`src/rga_pkg.sv`:
```
// rga_pkg: shared constants and types for the byte-to-nibble link adapter
// assumes: one 25 MHz system clock, both link ends built on that clock
package rga_pkg;

  // clock and link timing
  localparam int unsigned REF_CLK_HZ     = 25_000_000;
  localparam int unsigned REF_CLK_NS     = 40;
  localparam int unsigned LINK_CLK_HALF  = 1;             // ref cycles per link half
  localparam int unsigned TX_DELAY_CYC   = 2;             // pop to low nibble on lines
  localparam int unsigned RX_DELAY_EDGES = 3;             // capture to mac outputs

  // widths
  localparam int unsigned NIB_W  = 4;
  localparam int unsigned BYTE_W = 8;
  localparam int unsigned TXW_W  = BYTE_W + 2;            // {error, enable, byte}

  // transmit buffer
  localparam int unsigned TX_FIFO_DEPTH = 32;

  // transmit word field positions
  localparam int unsigned TXW_EN_BIT  = 8;
  localparam int unsigned TXW_ER_BIT  = 9;

  // in-band status field positions within the low nibble
  localparam int unsigned STAT_LINK_BIT   = 0;
  localparam int unsigned STAT_SPEED_LSB  = 1;
  localparam int unsigned STAT_SPEED_MSB  = 2;
  localparam int unsigned STAT_DUPLEX_BIT = 3;

  // reset values
  localparam logic [NIB_W-1:0]  NIB_RST   = 4'h0;
  localparam logic [BYTE_W-1:0] BYTE_RST  = 8'h00;
  localparam logic [TXW_W-1:0]  TXW_IDLE  = 10'h000;
  localparam logic              CTL_RST   = 1'h0;
  localparam logic [1:0]        SPEED_RST = 2'h0;

  // link half-cycle phase, one-hot
  typedef enum logic [1:0] {
    RGA_PH_LOW  = 2'b01,                                  // rising half, low nibble
    RGA_PH_HIGH = 2'b10                                   // falling half, high nibble
  } rga_phase_e;

endpackage

```
`src/rga_link_if.sv`:
```
// rga_link_if: the twelve link wires between adapter and phy end
// assumes: both ends clocked by the same system clock; wires are one-way
`timescale 1ns/100ps
interface rga_link_if;
  import rga_pkg::*;

  // transmit direction, adapter to phy
  logic             tx_clk;
  logic [NIB_W-1:0] txd;
  logic             tx_ctl;
  // receive direction, phy to adapter
  logic             rx_clk;
  logic [NIB_W-1:0] rxd;
  logic             rx_ctl;

  modport adapter (output tx_clk, txd, tx_ctl, input rx_clk, rxd, rx_ctl);
  modport phy     (input tx_clk, txd, tx_ctl, output rx_clk, rxd, rx_ctl);
endinterface

```
`src/rga_adapter.sv`:
```
// rga_adapter: mac byte side to nibble double-rate link side, plus tx buffer
// assumes: link wires carried by rga_link_if; rx link wires are asynchronous
// Function
// [RULE1] drive transmit reference clock toward phy
// [RULE2] low nibble rising half, high nibble falling
// [RULE3] tx control: enable, then enable xor error
// [RULE4] phy supplies rx clock, both edges captured
// [RULE5] rx low nibble rising, high falling, reassembled
// [RULE6] rx control: valid, then valid xor error
// [RULE7] mac provides byte, enable, error inputs
// [RULE8] output byte, valid, error toward mac
// [RULE9] mac rx clock derived from phy clock
// [RULE10] transmit path timed from mac transmit clock; the code has no mac transmit clock and times it from ref_clk_in
// [RULE11] transmit path delay two clock cycles
// [RULE12] receive path delay three clock cycles
// [RULE13] rx error is registered xor of halves
// [RULE14] decode link, speed, duplex from nibble
// [RULE15] reset deasserts valid, error, tx control
`timescale 1ns/100ps

////////////////////////////////////////////////////////////////////////////////
// first-word-fall-through buffer, depth must be a power of two
module rga_fifo
  import rga_pkg::*;
#(
  parameter int unsigned WIDTH = TXW_W,
  parameter int unsigned DEPTH = TX_FIFO_DEPTH
) (
  // clock and reset
  input  wire logic             ref_clk_in,
  input  wire logic             srst_in,
  // fill side
  input  wire logic [WIDTH-1:0] wr_data_in,
  input  wire logic             wr_valid_in,
  output logic                  wr_ready_out,
  // drain side
  output logic      [WIDTH-1:0] rd_data_out,
  output logic                  rd_valid_out,
  input  wire logic             rd_ready_in
);
  localparam int unsigned  AW       = $clog2(DEPTH);
  localparam logic [AW:0]  FULL_CNT = (AW+1)'(DEPTH);

  logic [WIDTH-1:0] mem [DEPTH];
  logic [AW-1:0]    wr_ptr_r;
  logic [AW-1:0]    rd_ptr_r;
  logic [AW:0]      count_r;
  logic             push;
  logic             pop;

  // honest flags straight from the count
  assign wr_ready_out = (count_r != FULL_CNT);
  assign rd_valid_out = (count_r != '0);
  assign rd_data_out  = mem[rd_ptr_r];
  assign push         = wr_valid_in && wr_ready_out;
  assign pop          = rd_valid_out && rd_ready_in;

  // storage, no reset needed on data
  always_ff @(posedge ref_clk_in) begin
    if (push) begin
      mem[wr_ptr_r] <= wr_data_in;
    end
  end

  // pointers wrap naturally at the power-of-two depth
  always_ff @(posedge ref_clk_in) begin
    if (srst_in) begin
      wr_ptr_r <= '0;
      rd_ptr_r <= '0;
      count_r  <= '0;
    end else begin
      if (push) wr_ptr_r <= wr_ptr_r + 1'b1;
      if (pop)  rd_ptr_r <= rd_ptr_r + 1'b1;
      unique case ({push, pop})
        2'b10:   count_r <= count_r + 1'b1;
        2'b01:   count_r <= count_r - 1'b1;
        default: count_r <= count_r;
      endcase
    end
  end
endmodule

////////////////////////////////////////////////////////////////////////////////
module rga_adapter
  import rga_pkg::*;
(
  // clock and reset
  input  wire logic              ref_clk_in,
  input  wire logic              srst_in,
  // mac transmit side
  input  wire logic [BYTE_W-1:0] mac_txd_in,
  input  wire logic              mac_tx_en_in,
  input  wire logic              mac_tx_error_in,
  input  wire logic              mac_tx_valid_in,
  output logic                   mac_tx_ready_out,
  // mac receive side
  output logic      [BYTE_W-1:0] mac_rxd_out,
  output logic                   mac_rx_valid_out,
  output logic                   mac_rx_error_out,
  output logic                   mac_rx_clk_out,
  // decoded phy status
  output logic                   link_up_out,
  output logic      [1:0]        link_speed_out,
  output logic                   full_duplex_out,
  // link wires
  rga_link_if.adapter            link
);

  //////////////////////////////////////////////////////////////////////////////
  // transmit path, entirely on ref_clk_in

  logic [TXW_W-1:0] fifo_word;
  logic             fifo_valid;
  logic             fifo_pop;
  rga_phase_e       tx_ph_r;
  logic [TXW_W-1:0] tx_hold_r;
  logic             tx_clk_r;
  logic [NIB_W-1:0] txd_r;
  logic             tx_ctl_r;

  // buffer absorbs one byte per cycle while the link drains one per two
  rga_fifo #(
    .WIDTH (TXW_W),
    .DEPTH (TX_FIFO_DEPTH)
  ) u_tx_fifo (
    .ref_clk_in   (ref_clk_in),
    .srst_in      (srst_in),
    .wr_data_in   ({mac_tx_error_in, mac_tx_en_in, mac_txd_in}),  // see [RULE7]
    .wr_valid_in  (mac_tx_valid_in),
    .wr_ready_out (mac_tx_ready_out),
    .rd_data_out  (fifo_word),
    .rd_valid_out (fifo_valid),
    .rd_ready_in  (fifo_pop)
  );

  // one word leaves per link cycle, in the falling half
  assign fifo_pop = (tx_ph_r == RGA_PH_HIGH);

  // half-cycle phase, alternates every ref clock
  always_ff @(posedge ref_clk_in) begin  // see [RULE10]
    if (srst_in) begin
      tx_ph_r <= RGA_PH_LOW;
    end else begin
      unique case (tx_ph_r)
        RGA_PH_LOW:  tx_ph_r <= RGA_PH_HIGH;
        RGA_PH_HIGH: tx_ph_r <= RGA_PH_LOW;
      endcase
    end
  end

  // holding stage; an empty buffer sends idle rather than stalling the link
  always_ff @(posedge ref_clk_in) begin
    if (srst_in) begin
      tx_hold_r <= TXW_IDLE;
    end else if (fifo_pop) begin
      tx_hold_r <= fifo_valid ? fifo_word : TXW_IDLE;  // see [RULE11]
    end
  end

  // line stage: second register after the pop, clock made by division
  always_ff @(posedge ref_clk_in) begin
    if (srst_in) begin
      tx_clk_r <= 1'b0;
      txd_r    <= NIB_RST;
      tx_ctl_r <= CTL_RST;  // see [RULE15]
    end else begin
      unique case (tx_ph_r)
        RGA_PH_LOW: begin
          tx_clk_r <= 1'b1;  // see [RULE1]
          txd_r    <= tx_hold_r[NIB_W-1:0];  // see [RULE2]
          tx_ctl_r <= tx_hold_r[TXW_EN_BIT];  // see [RULE3]
        end
        RGA_PH_HIGH: begin
          tx_clk_r <= 1'b0;
          txd_r    <= tx_hold_r[BYTE_W-1:NIB_W];  // see [RULE2]
          tx_ctl_r <= tx_hold_r[TXW_EN_BIT] ^ tx_hold_r[TXW_ER_BIT];  // see [RULE3]
        end
      endcase
    end
  end

  assign link.tx_clk = tx_clk_r;
  assign link.txd    = txd_r;
  assign link.tx_ctl = tx_ctl_r;

  //////////////////////////////////////////////////////////////////////////////
  // receive path: link wires arrive from outside, so two flops first

  logic [2:0]       rx_clk_s_r;            // [0] only feeds [1]
  logic [NIB_W-1:0] rxd_s0_r;
  logic [NIB_W-1:0] rxd_s1_r;
  logic             rx_ctl_s0_r;
  logic             rx_ctl_s1_r;
  logic             rx_rise;
  logic             rx_fall;

  always_ff @(posedge ref_clk_in) begin
    if (srst_in) begin
      rx_clk_s_r  <= 3'h0;
      rxd_s0_r    <= NIB_RST;
      rxd_s1_r    <= NIB_RST;
      rx_ctl_s0_r <= CTL_RST;
      rx_ctl_s1_r <= CTL_RST;
    end else begin
      rx_clk_s_r  <= {rx_clk_s_r[1:0], link.rx_clk};
      rxd_s0_r    <= link.rxd;
      rxd_s1_r    <= rxd_s0_r;
      rx_ctl_s0_r <= link.rx_ctl;
      rx_ctl_s1_r <= rx_ctl_s0_r;
    end
  end

  // edges of the phy clock, seen only past the first flop
  assign rx_rise = rx_clk_s_r[1] && !rx_clk_s_r[2];  // see [RULE4]
  assign rx_fall = !rx_clk_s_r[1] && rx_clk_s_r[2];

  logic [NIB_W-1:0]  rise_nib_r;
  logic              rise_ctl_r;
  logic [NIB_W-1:0]  fall_nib_r;
  logic              fall_ctl_r;
  logic [BYTE_W-1:0] sync_byte_r;
  logic              sync_dv_r;
  logic              sync_fx_r;

  // capture stage: one register per clock edge
  always_ff @(posedge ref_clk_in) begin
    if (srst_in) begin
      rise_nib_r <= NIB_RST;
      rise_ctl_r <= CTL_RST;
      fall_nib_r <= NIB_RST;
      fall_ctl_r <= CTL_RST;
    end else begin
      if (rx_rise) begin
        rise_nib_r <= rxd_s1_r;  // see [RULE5]
        rise_ctl_r <= rx_ctl_s1_r;  // see [RULE6]
      end
      if (rx_fall) begin
        fall_nib_r <= rxd_s1_r;  // see [RULE5]
        fall_ctl_r <= rx_ctl_s1_r;  // see [RULE6]
      end
    end
  end

  // sync stage: both halves brought onto the rising edge together
  always_ff @(posedge ref_clk_in) begin
    if (srst_in) begin
      sync_byte_r <= BYTE_RST;
      sync_dv_r   <= CTL_RST;
      sync_fx_r   <= CTL_RST;
    end else if (rx_rise) begin
      sync_byte_r <= {fall_nib_r, rise_nib_r};  // see [RULE5]
      sync_dv_r   <= rise_ctl_r;
      sync_fx_r   <= fall_ctl_r;
    end
  end

  // output stage: second rising edge after capture
  always_ff @(posedge ref_clk_in) begin
    if (srst_in) begin
      mac_rxd_out      <= BYTE_RST;
      mac_rx_valid_out <= CTL_RST;  // see [RULE15]
      mac_rx_error_out <= CTL_RST;
    end else if (rx_rise) begin
      mac_rxd_out      <= sync_byte_r;  // see [RULE12]
      mac_rx_valid_out <= sync_dv_r;  // see [RULE8]
      mac_rx_error_out <= sync_dv_r ^ sync_fx_r;  // see [RULE13]
    end
  end

  // forwarded clock lags one cycle so its rise meets settled outputs
  always_ff @(posedge ref_clk_in) begin
    if (srst_in) begin
      mac_rx_clk_out <= 1'b0;
    end else begin
      mac_rx_clk_out <= rx_clk_s_r[2];  // see [RULE9]
    end
  end

  // in-band status rides only on idle link cycles (valid and error low)
  always_ff @(posedge ref_clk_in) begin
    if (srst_in) begin
      link_up_out     <= 1'b0;
      link_speed_out  <= SPEED_RST;
      full_duplex_out <= 1'b0;
    end else if (rx_rise && !sync_dv_r && !sync_fx_r) begin
      link_up_out     <= sync_byte_r[STAT_LINK_BIT];  // see [RULE14]
      link_speed_out  <= sync_byte_r[STAT_SPEED_MSB:STAT_SPEED_LSB];
      full_duplex_out <= sync_byte_r[STAT_DUPLEX_BIT];
    end
  end

endmodule

```
`src/flat_wrapper.sv`:
```
// flat-port wrapper written by rule: the top's interface ports become plain ports
module rga_adapter_flat import rga_pkg::*;
  (ref_clk_in, srst_in, mac_txd_in, mac_tx_en_in, mac_tx_error_in, mac_tx_valid_in, mac_tx_ready_out, mac_rxd_out, mac_rx_valid_out, mac_rx_error_out, mac_rx_clk_out, link_up_out, link_speed_out, full_duplex_out, link_tx_clk, link_txd, link_tx_ctl, link_rx_clk, link_rxd, link_rx_ctl);
  rga_link_if link_i ();
  input  wire logic ref_clk_in;
  input  wire logic srst_in;
  input  wire logic [BYTE_W-1:0] mac_txd_in;
  input  wire logic mac_tx_en_in;
  input  wire logic mac_tx_error_in;
  input  wire logic mac_tx_valid_in;
  output logic mac_tx_ready_out;
  output logic      [BYTE_W-1:0] mac_rxd_out;
  output logic mac_rx_valid_out;
  output logic mac_rx_error_out;
  output logic mac_rx_clk_out;
  output logic link_up_out;
  output logic      [1:0] link_speed_out;
  output logic full_duplex_out;
  output wire logic [$bits(link_i.tx_clk)-1:0] link_tx_clk;
  output wire logic [$bits(link_i.txd)-1:0] link_txd;
  output wire logic [$bits(link_i.tx_ctl)-1:0] link_tx_ctl;
  input wire logic [$bits(link_i.rx_clk)-1:0] link_rx_clk;
  input wire logic [$bits(link_i.rxd)-1:0] link_rxd;
  input wire logic [$bits(link_i.rx_ctl)-1:0] link_rx_ctl;
  assign link_tx_clk = link_i.tx_clk;
  assign link_txd = link_i.txd;
  assign link_tx_ctl = link_i.tx_ctl;
  assign link_i.rx_clk = link_rx_clk;
  assign link_i.rxd = link_rxd;
  assign link_i.rx_ctl = link_rx_ctl;
  rga_adapter u_core (.ref_clk_in(ref_clk_in), .srst_in(srst_in), .mac_txd_in(mac_txd_in), .mac_tx_en_in(mac_tx_en_in), .mac_tx_error_in(mac_tx_error_in), .mac_tx_valid_in(mac_tx_valid_in), .mac_tx_ready_out(mac_tx_ready_out), .mac_rxd_out(mac_rxd_out), .mac_rx_valid_out(mac_rx_valid_out), .mac_rx_error_out(mac_rx_error_out), .mac_rx_clk_out(mac_rx_clk_out), .link_up_out(link_up_out), .link_speed_out(link_speed_out), .full_duplex_out(full_duplex_out), .link(link_i));
endmodule
```
`config.mk`:
```
export PLATFORM = sky130hd
export DESIGN_NAME = rga_adapter_flat
export DESIGN_NICKNAME = d
export VERILOG_FILES = /design/src/rga_pkg.sv /design/src/rga_link_if.sv /design/src/rga_adapter.sv /design/src/flat_wrapper.sv
export SDC_FILE = /design/constraint.sdc
export NUM_CORES = 1
export LEC_CHECK = 0
export BUFFER_PORTS_ARGS = -buffer_cell sky130_fd_sc_hd__buf_2
export CORE_MARGIN = 3
export CORE_UTILIZATION = 60
export DETAILED_ROUTE_END_ITERATION = 8
export HOLD_SLACK_MARGIN = 0.03
export PLACE_DENSITY = 0.75
export SLEW_MARGIN = 20
export SYNTH_ARGS = -nofsm -noshare
export SYNTH_HDL_FRONTEND = slang
export SYNTH_SLANG_ARGS = --single-unit
```
`constraint.sdc`:
```
create_clock -name ref_clk_in -period 4 [get_ports ref_clk_in]
set_clock_uncertainty 0.1 [all_clocks]
set_input_delay 0.4 -clock ref_clk_in [delete_from_list [all_inputs] [get_ports ref_clk_in]]
set_output_delay 0.4 -clock ref_clk_in [all_outputs]
set_load 0.01 [all_outputs]
```
==> summary.txt <==
Logic synthesis
  • Synthesized area per cell: 17.6 um2
  • Ys flop type: edfxtp_1
  • Post-synth ARST share: 0%
  • Yosys reg bits: 406
  • Cells after synthesis: 890
  • XOR/XNOR Fraction of Synth Area: 0.729%
  • Syn Nets: 916
  • Synth Area in Compound Gates: 3.39%
  • Sequential fraction of the synthesis area: 72.5%
  • EDFF count, synth: 320
  • Synth Area in Simple Gates: 5.83%
  • Largest family of logic cells by synthesized area: multiplexers
  • Adder-cell share of the synthesized area: 0.560%
  • Synth warn: 0
  • Yosys cell types: 51
  • Synth Cell Area: 0.0156 mm2
  • Mux contribution to synthesized area: 15.2%

Critical path
  • Worst-path fanout max: 14
  • Reg2reg setup slack: 640 ps
  • Setup CP Type: flip-flop to flip-flop
  • CP Launch Type: flip-flop
  • Crit path from: u_core.u_tx_fifo.count_r[1]$_SDFFE_PP0P_
  • Crit path to: u_core.u_tx_fifo.count_r[4]$_SDFFE_PP0P_
  • Worst Path Arrival: 3680 ps
  • FF-to-FF Start: u_core.u_tx_fifo.count_r[1]$_SDFFE_PP0P_
  • R2R depth: 11
  • Critical Path Sink Type: flip-flop
  • Worst endpoint required time: 4310 ps
  • Worst R2R End: u_core.u_tx_fifo.count_r[4]$_SDFFE_PP0P_

Pwr
  • P per Cell Area: 498 mW/mm2
  • Maximum VDD drop: 0.384 mV
  • P_leak: 5.76 nW
  • Total power: 0.00880 W

Clock tree
  • CTS Root Cell: clkbuf_16
  • Clk pin slew, worst setup/hold paths: 60 ps
  • Skew-Pair Late Insertion Delay: 530 ps
  • Num CTS Buffers: 40
  • Post-CTS Setup Repair Bufs: 0
  • Hold_buf cts: 6
  • Clock tree sinks: 406
  • CTS tree: built
  • H-Tree Depth: 2
  • Post-cts resize count: 0
  • Longest Clk Path Bufs: 3

Floorplanning
  • Full die area: 0.0280 mm2
  • Starting Density: 61.5%
  • Num ports: 41
  • Std cell rows: 58
  • Core Area: 0.0254 mm2
  • Die width: 167 um
  • Die height: 167 um

GRT
  • Aggregate global-route resource usage: 22.6%
  • Largest net degree at the start of global routing: 80
  • Vias in the first global route: 8261
  • Grt total ovfl: 0
  • Global routing's busiest layer: met2
  • Antenna violations before repair: 1
  • First-pass GRT wire length: 48300 um
  • GRT met3 Usage: 4.65%
  • M2 GR Usage: 34.6%
  • Grt met1 use: 33.1%

STA
  • Fin. max-slew vios: 0
  • Final setup violation count: 0
  • Hold WS: 234 ps
  • Tmin final: 3360 ps
  • Count of final hold-check violations: 0
  • Slew @ Worst Pin: 962 ps
  • Fin crit share: 84.0%
  • Max-slew headroom: 35.6%
  • Final setup TNS: 0 ps
  • Max Freq: 297 MHz
  • RSZ-0062 raised after global routing: false

Drt
  • DR pass1 iterations: 6
  • Total Routed Length: 30800 um
  • Vias per cell: 6.07
  • Final ANT Viol Nets: 0
  • Routed vias: 8070
  • Drt drc: 0
  • Drt first-iter violations: 814
  • DR WL/cell: 23.2 um

Place
  • Hpwl dp: 18400 um
  • PortBufs: 40
  • Gpl congestion: 0.792

Status
  • Status: finished, final reports clean

Cells and area
  • Share of post-route cells with drive strength above 1: 24.2%
  • Most frequent cells in the layout: edfxtp_1, mux4_2, dfxtp_1
  • Commonest non-fill, non-tap cell in the layout: edfxtp_1
  • Fin nets: 993
  • Fill cells: 1617
  • Synth-to-layout area growth: 13.1%

Flow run
  • Max-cap violations: 0

Min path
  • Worst hold path type: input pin to flip-flop
## how the worst min path moves through the flow
stage / start / endpoint / slack [ps] / cells after the start
4_1_cts: srst_in / u_core.tx_hold_r[8]$_SDFFE_PP0P_ / 230 / 4
2_1_floorplan: u_core.rx_clk_s_r[0]$_SDFF_PP0_ / u_core.rx_clk_s_r[1]$_SDFF_PP0_ / 310 / 1
3_5_place_dp: u_core.rxd_s0_r[2]$_SDFF_PP0_ / u_core.rxd_s1_r[2]$_SDFF_PP0_ / 330 / 1
6_report: srst_in / u_core.tx_hold_r[5]$_SDFFE_PP0P_ / 230 / 4
5_1_grt: srst_in / u_core.tx_hold_r[5]$_SDFFE_PP0P_ / 250 / 4
3_3_place_gp: u_core.rx_ctl_s0_r$_SDFF_PP0_ / u_core.rx_ctl_s1_r$_SDFF_PP0_ / 320 / 1
## layout make-up
class / count / area [um2] / area share, %
Clock inverter: 18 / 146 / 0.828
Clock buffer: 55 / 1150 / 6.48
Sequential cell: 406 / 11300 / 64.1
Timing Repair Buffer: 84 / 583 / 3.30
Multi-Input combinational cell: 427 / 4020 / 22.7
Inverter: 8 / 32.5 / 0.184
Tap cell: 330 / 413 / 2.34
Antenna cell: 1 / 2.50 / 0.0142
## state kept, by name, summed over array words and instances, names as in the netlist, 2 cells and up, named ones only
signal,count
u_core.fall_nib_r,4
u_core.u_tx_fifo.rd_ptr_r,5
u_core.rx_clk_s_r,3
u_core.rise_nib_r,4
u_core.link_speed_out,2
u_core.rxd_s1_r,4
u_core.mac_rxd_out,8
u_core.u_tx_fifo.count_r,6
u_core.sync_byte_r,8
u_core.u_tx_fifo.wr_ptr_r,5
u_core.tx_hold_r,10
u_core.rxd_s0_r,4
u_core.link.txd,4
u_core.u_tx_fifo.mem,320
## Yosys cell counts (3+ instances only)
| cell | n | area, um2 |
|---|---|---|
| dfxtp_1 | 86 | 1720 |
| a22oi_1 | 9 | 67.6 |
| nor3_1 | 3 | 15.0 |
| buf_6 | 7 | 78.8 |
| o211ai_1 | 6 | 45.0 |
| mux2_2 | 13 | 146 |
| clkbuf_1 | 28 | 105 |
| o21ai_0 | 6 | 30.0 |
| nor2_1 | 67 | 251 |
| or3_1 | 3 | 18.8 |
| nand4_1 | 4 | 25.0 |
| buf_1 | 6 | 22.5 |
| nand2_1 | 81 | 304 |
| xnor2_1 | 4 | 35.0 |
| nand2b_1 | 7 | 43.8 |
| mux4_2 | 86 | 1940 |
| edfxtp_1 | 320 | 9610 |
| inv_1 | 7 | 26.3 |
| mux2i_1 | 27 | 270 |
| nand3b_1 | 4 | 30.0 |
| ha_1 | 7 | 87.6 |
| xor2_1 | 9 | 78.8 |
| a21oi_1 | 36 | 180 |
| nor2b_1 | 21 | 131 |
| o221ai_1 | 4 | 35.0 |
| buf_2 | 8 | 40.0 |
## worst max-delay path, stage by stage, from the launching register on
cell and delay [ps]:
dfxtp_1 440, nor4_4 490, a21oi_2 230, inv_1 100
ha_1 420, xor2_1 190, ha_1 280, o31a_1 140
o22ai_1 80, a211oi_2 210, mux2i_1 230, mux2_1 330
## per-stage QoR
step                      utilization, %  worst slack, ps  instances  cell area, um2
final                               69.6              638       1329           17700
after global routing                69.6              356       1328           17700
after CTS                           69.6              666       1328           17700
after detailed placement            64.3              682       1249           16300
after global placement              64.3              765       1249           16300
after floorplan                        -              893        890           15600
## where the power goes
group          switching, W  internal (W)  total, W
clock network       0.00149       0.00214   0.00363
registers         0.0000603       0.00460   0.00466
logic              0.000275      0.000235  0.000509
total               0.00182       0.00698   0.00880
## per-layer routing
layer  vias to the layer above  share of wire, %
li1                       3598                 -
met3                        78               7.5
met2                       309                47
met5                         -                 0
met1                      4085                42
met4                         0               3.3
## kinds of logic (layout without fill, tap and decap cells)
kind of cell / count (synthesis) / count (layout)
mux: 128 / 128
buf+inv: 57 / 165
simple gates: 200 / 200
other cells: 0 / 1
flops: 406 / 406
compound gates: 79 / 79
xor+xnor: 13 / 13
fa+ha+maj: 7 / 7
(Power assumes the default switching activity.)
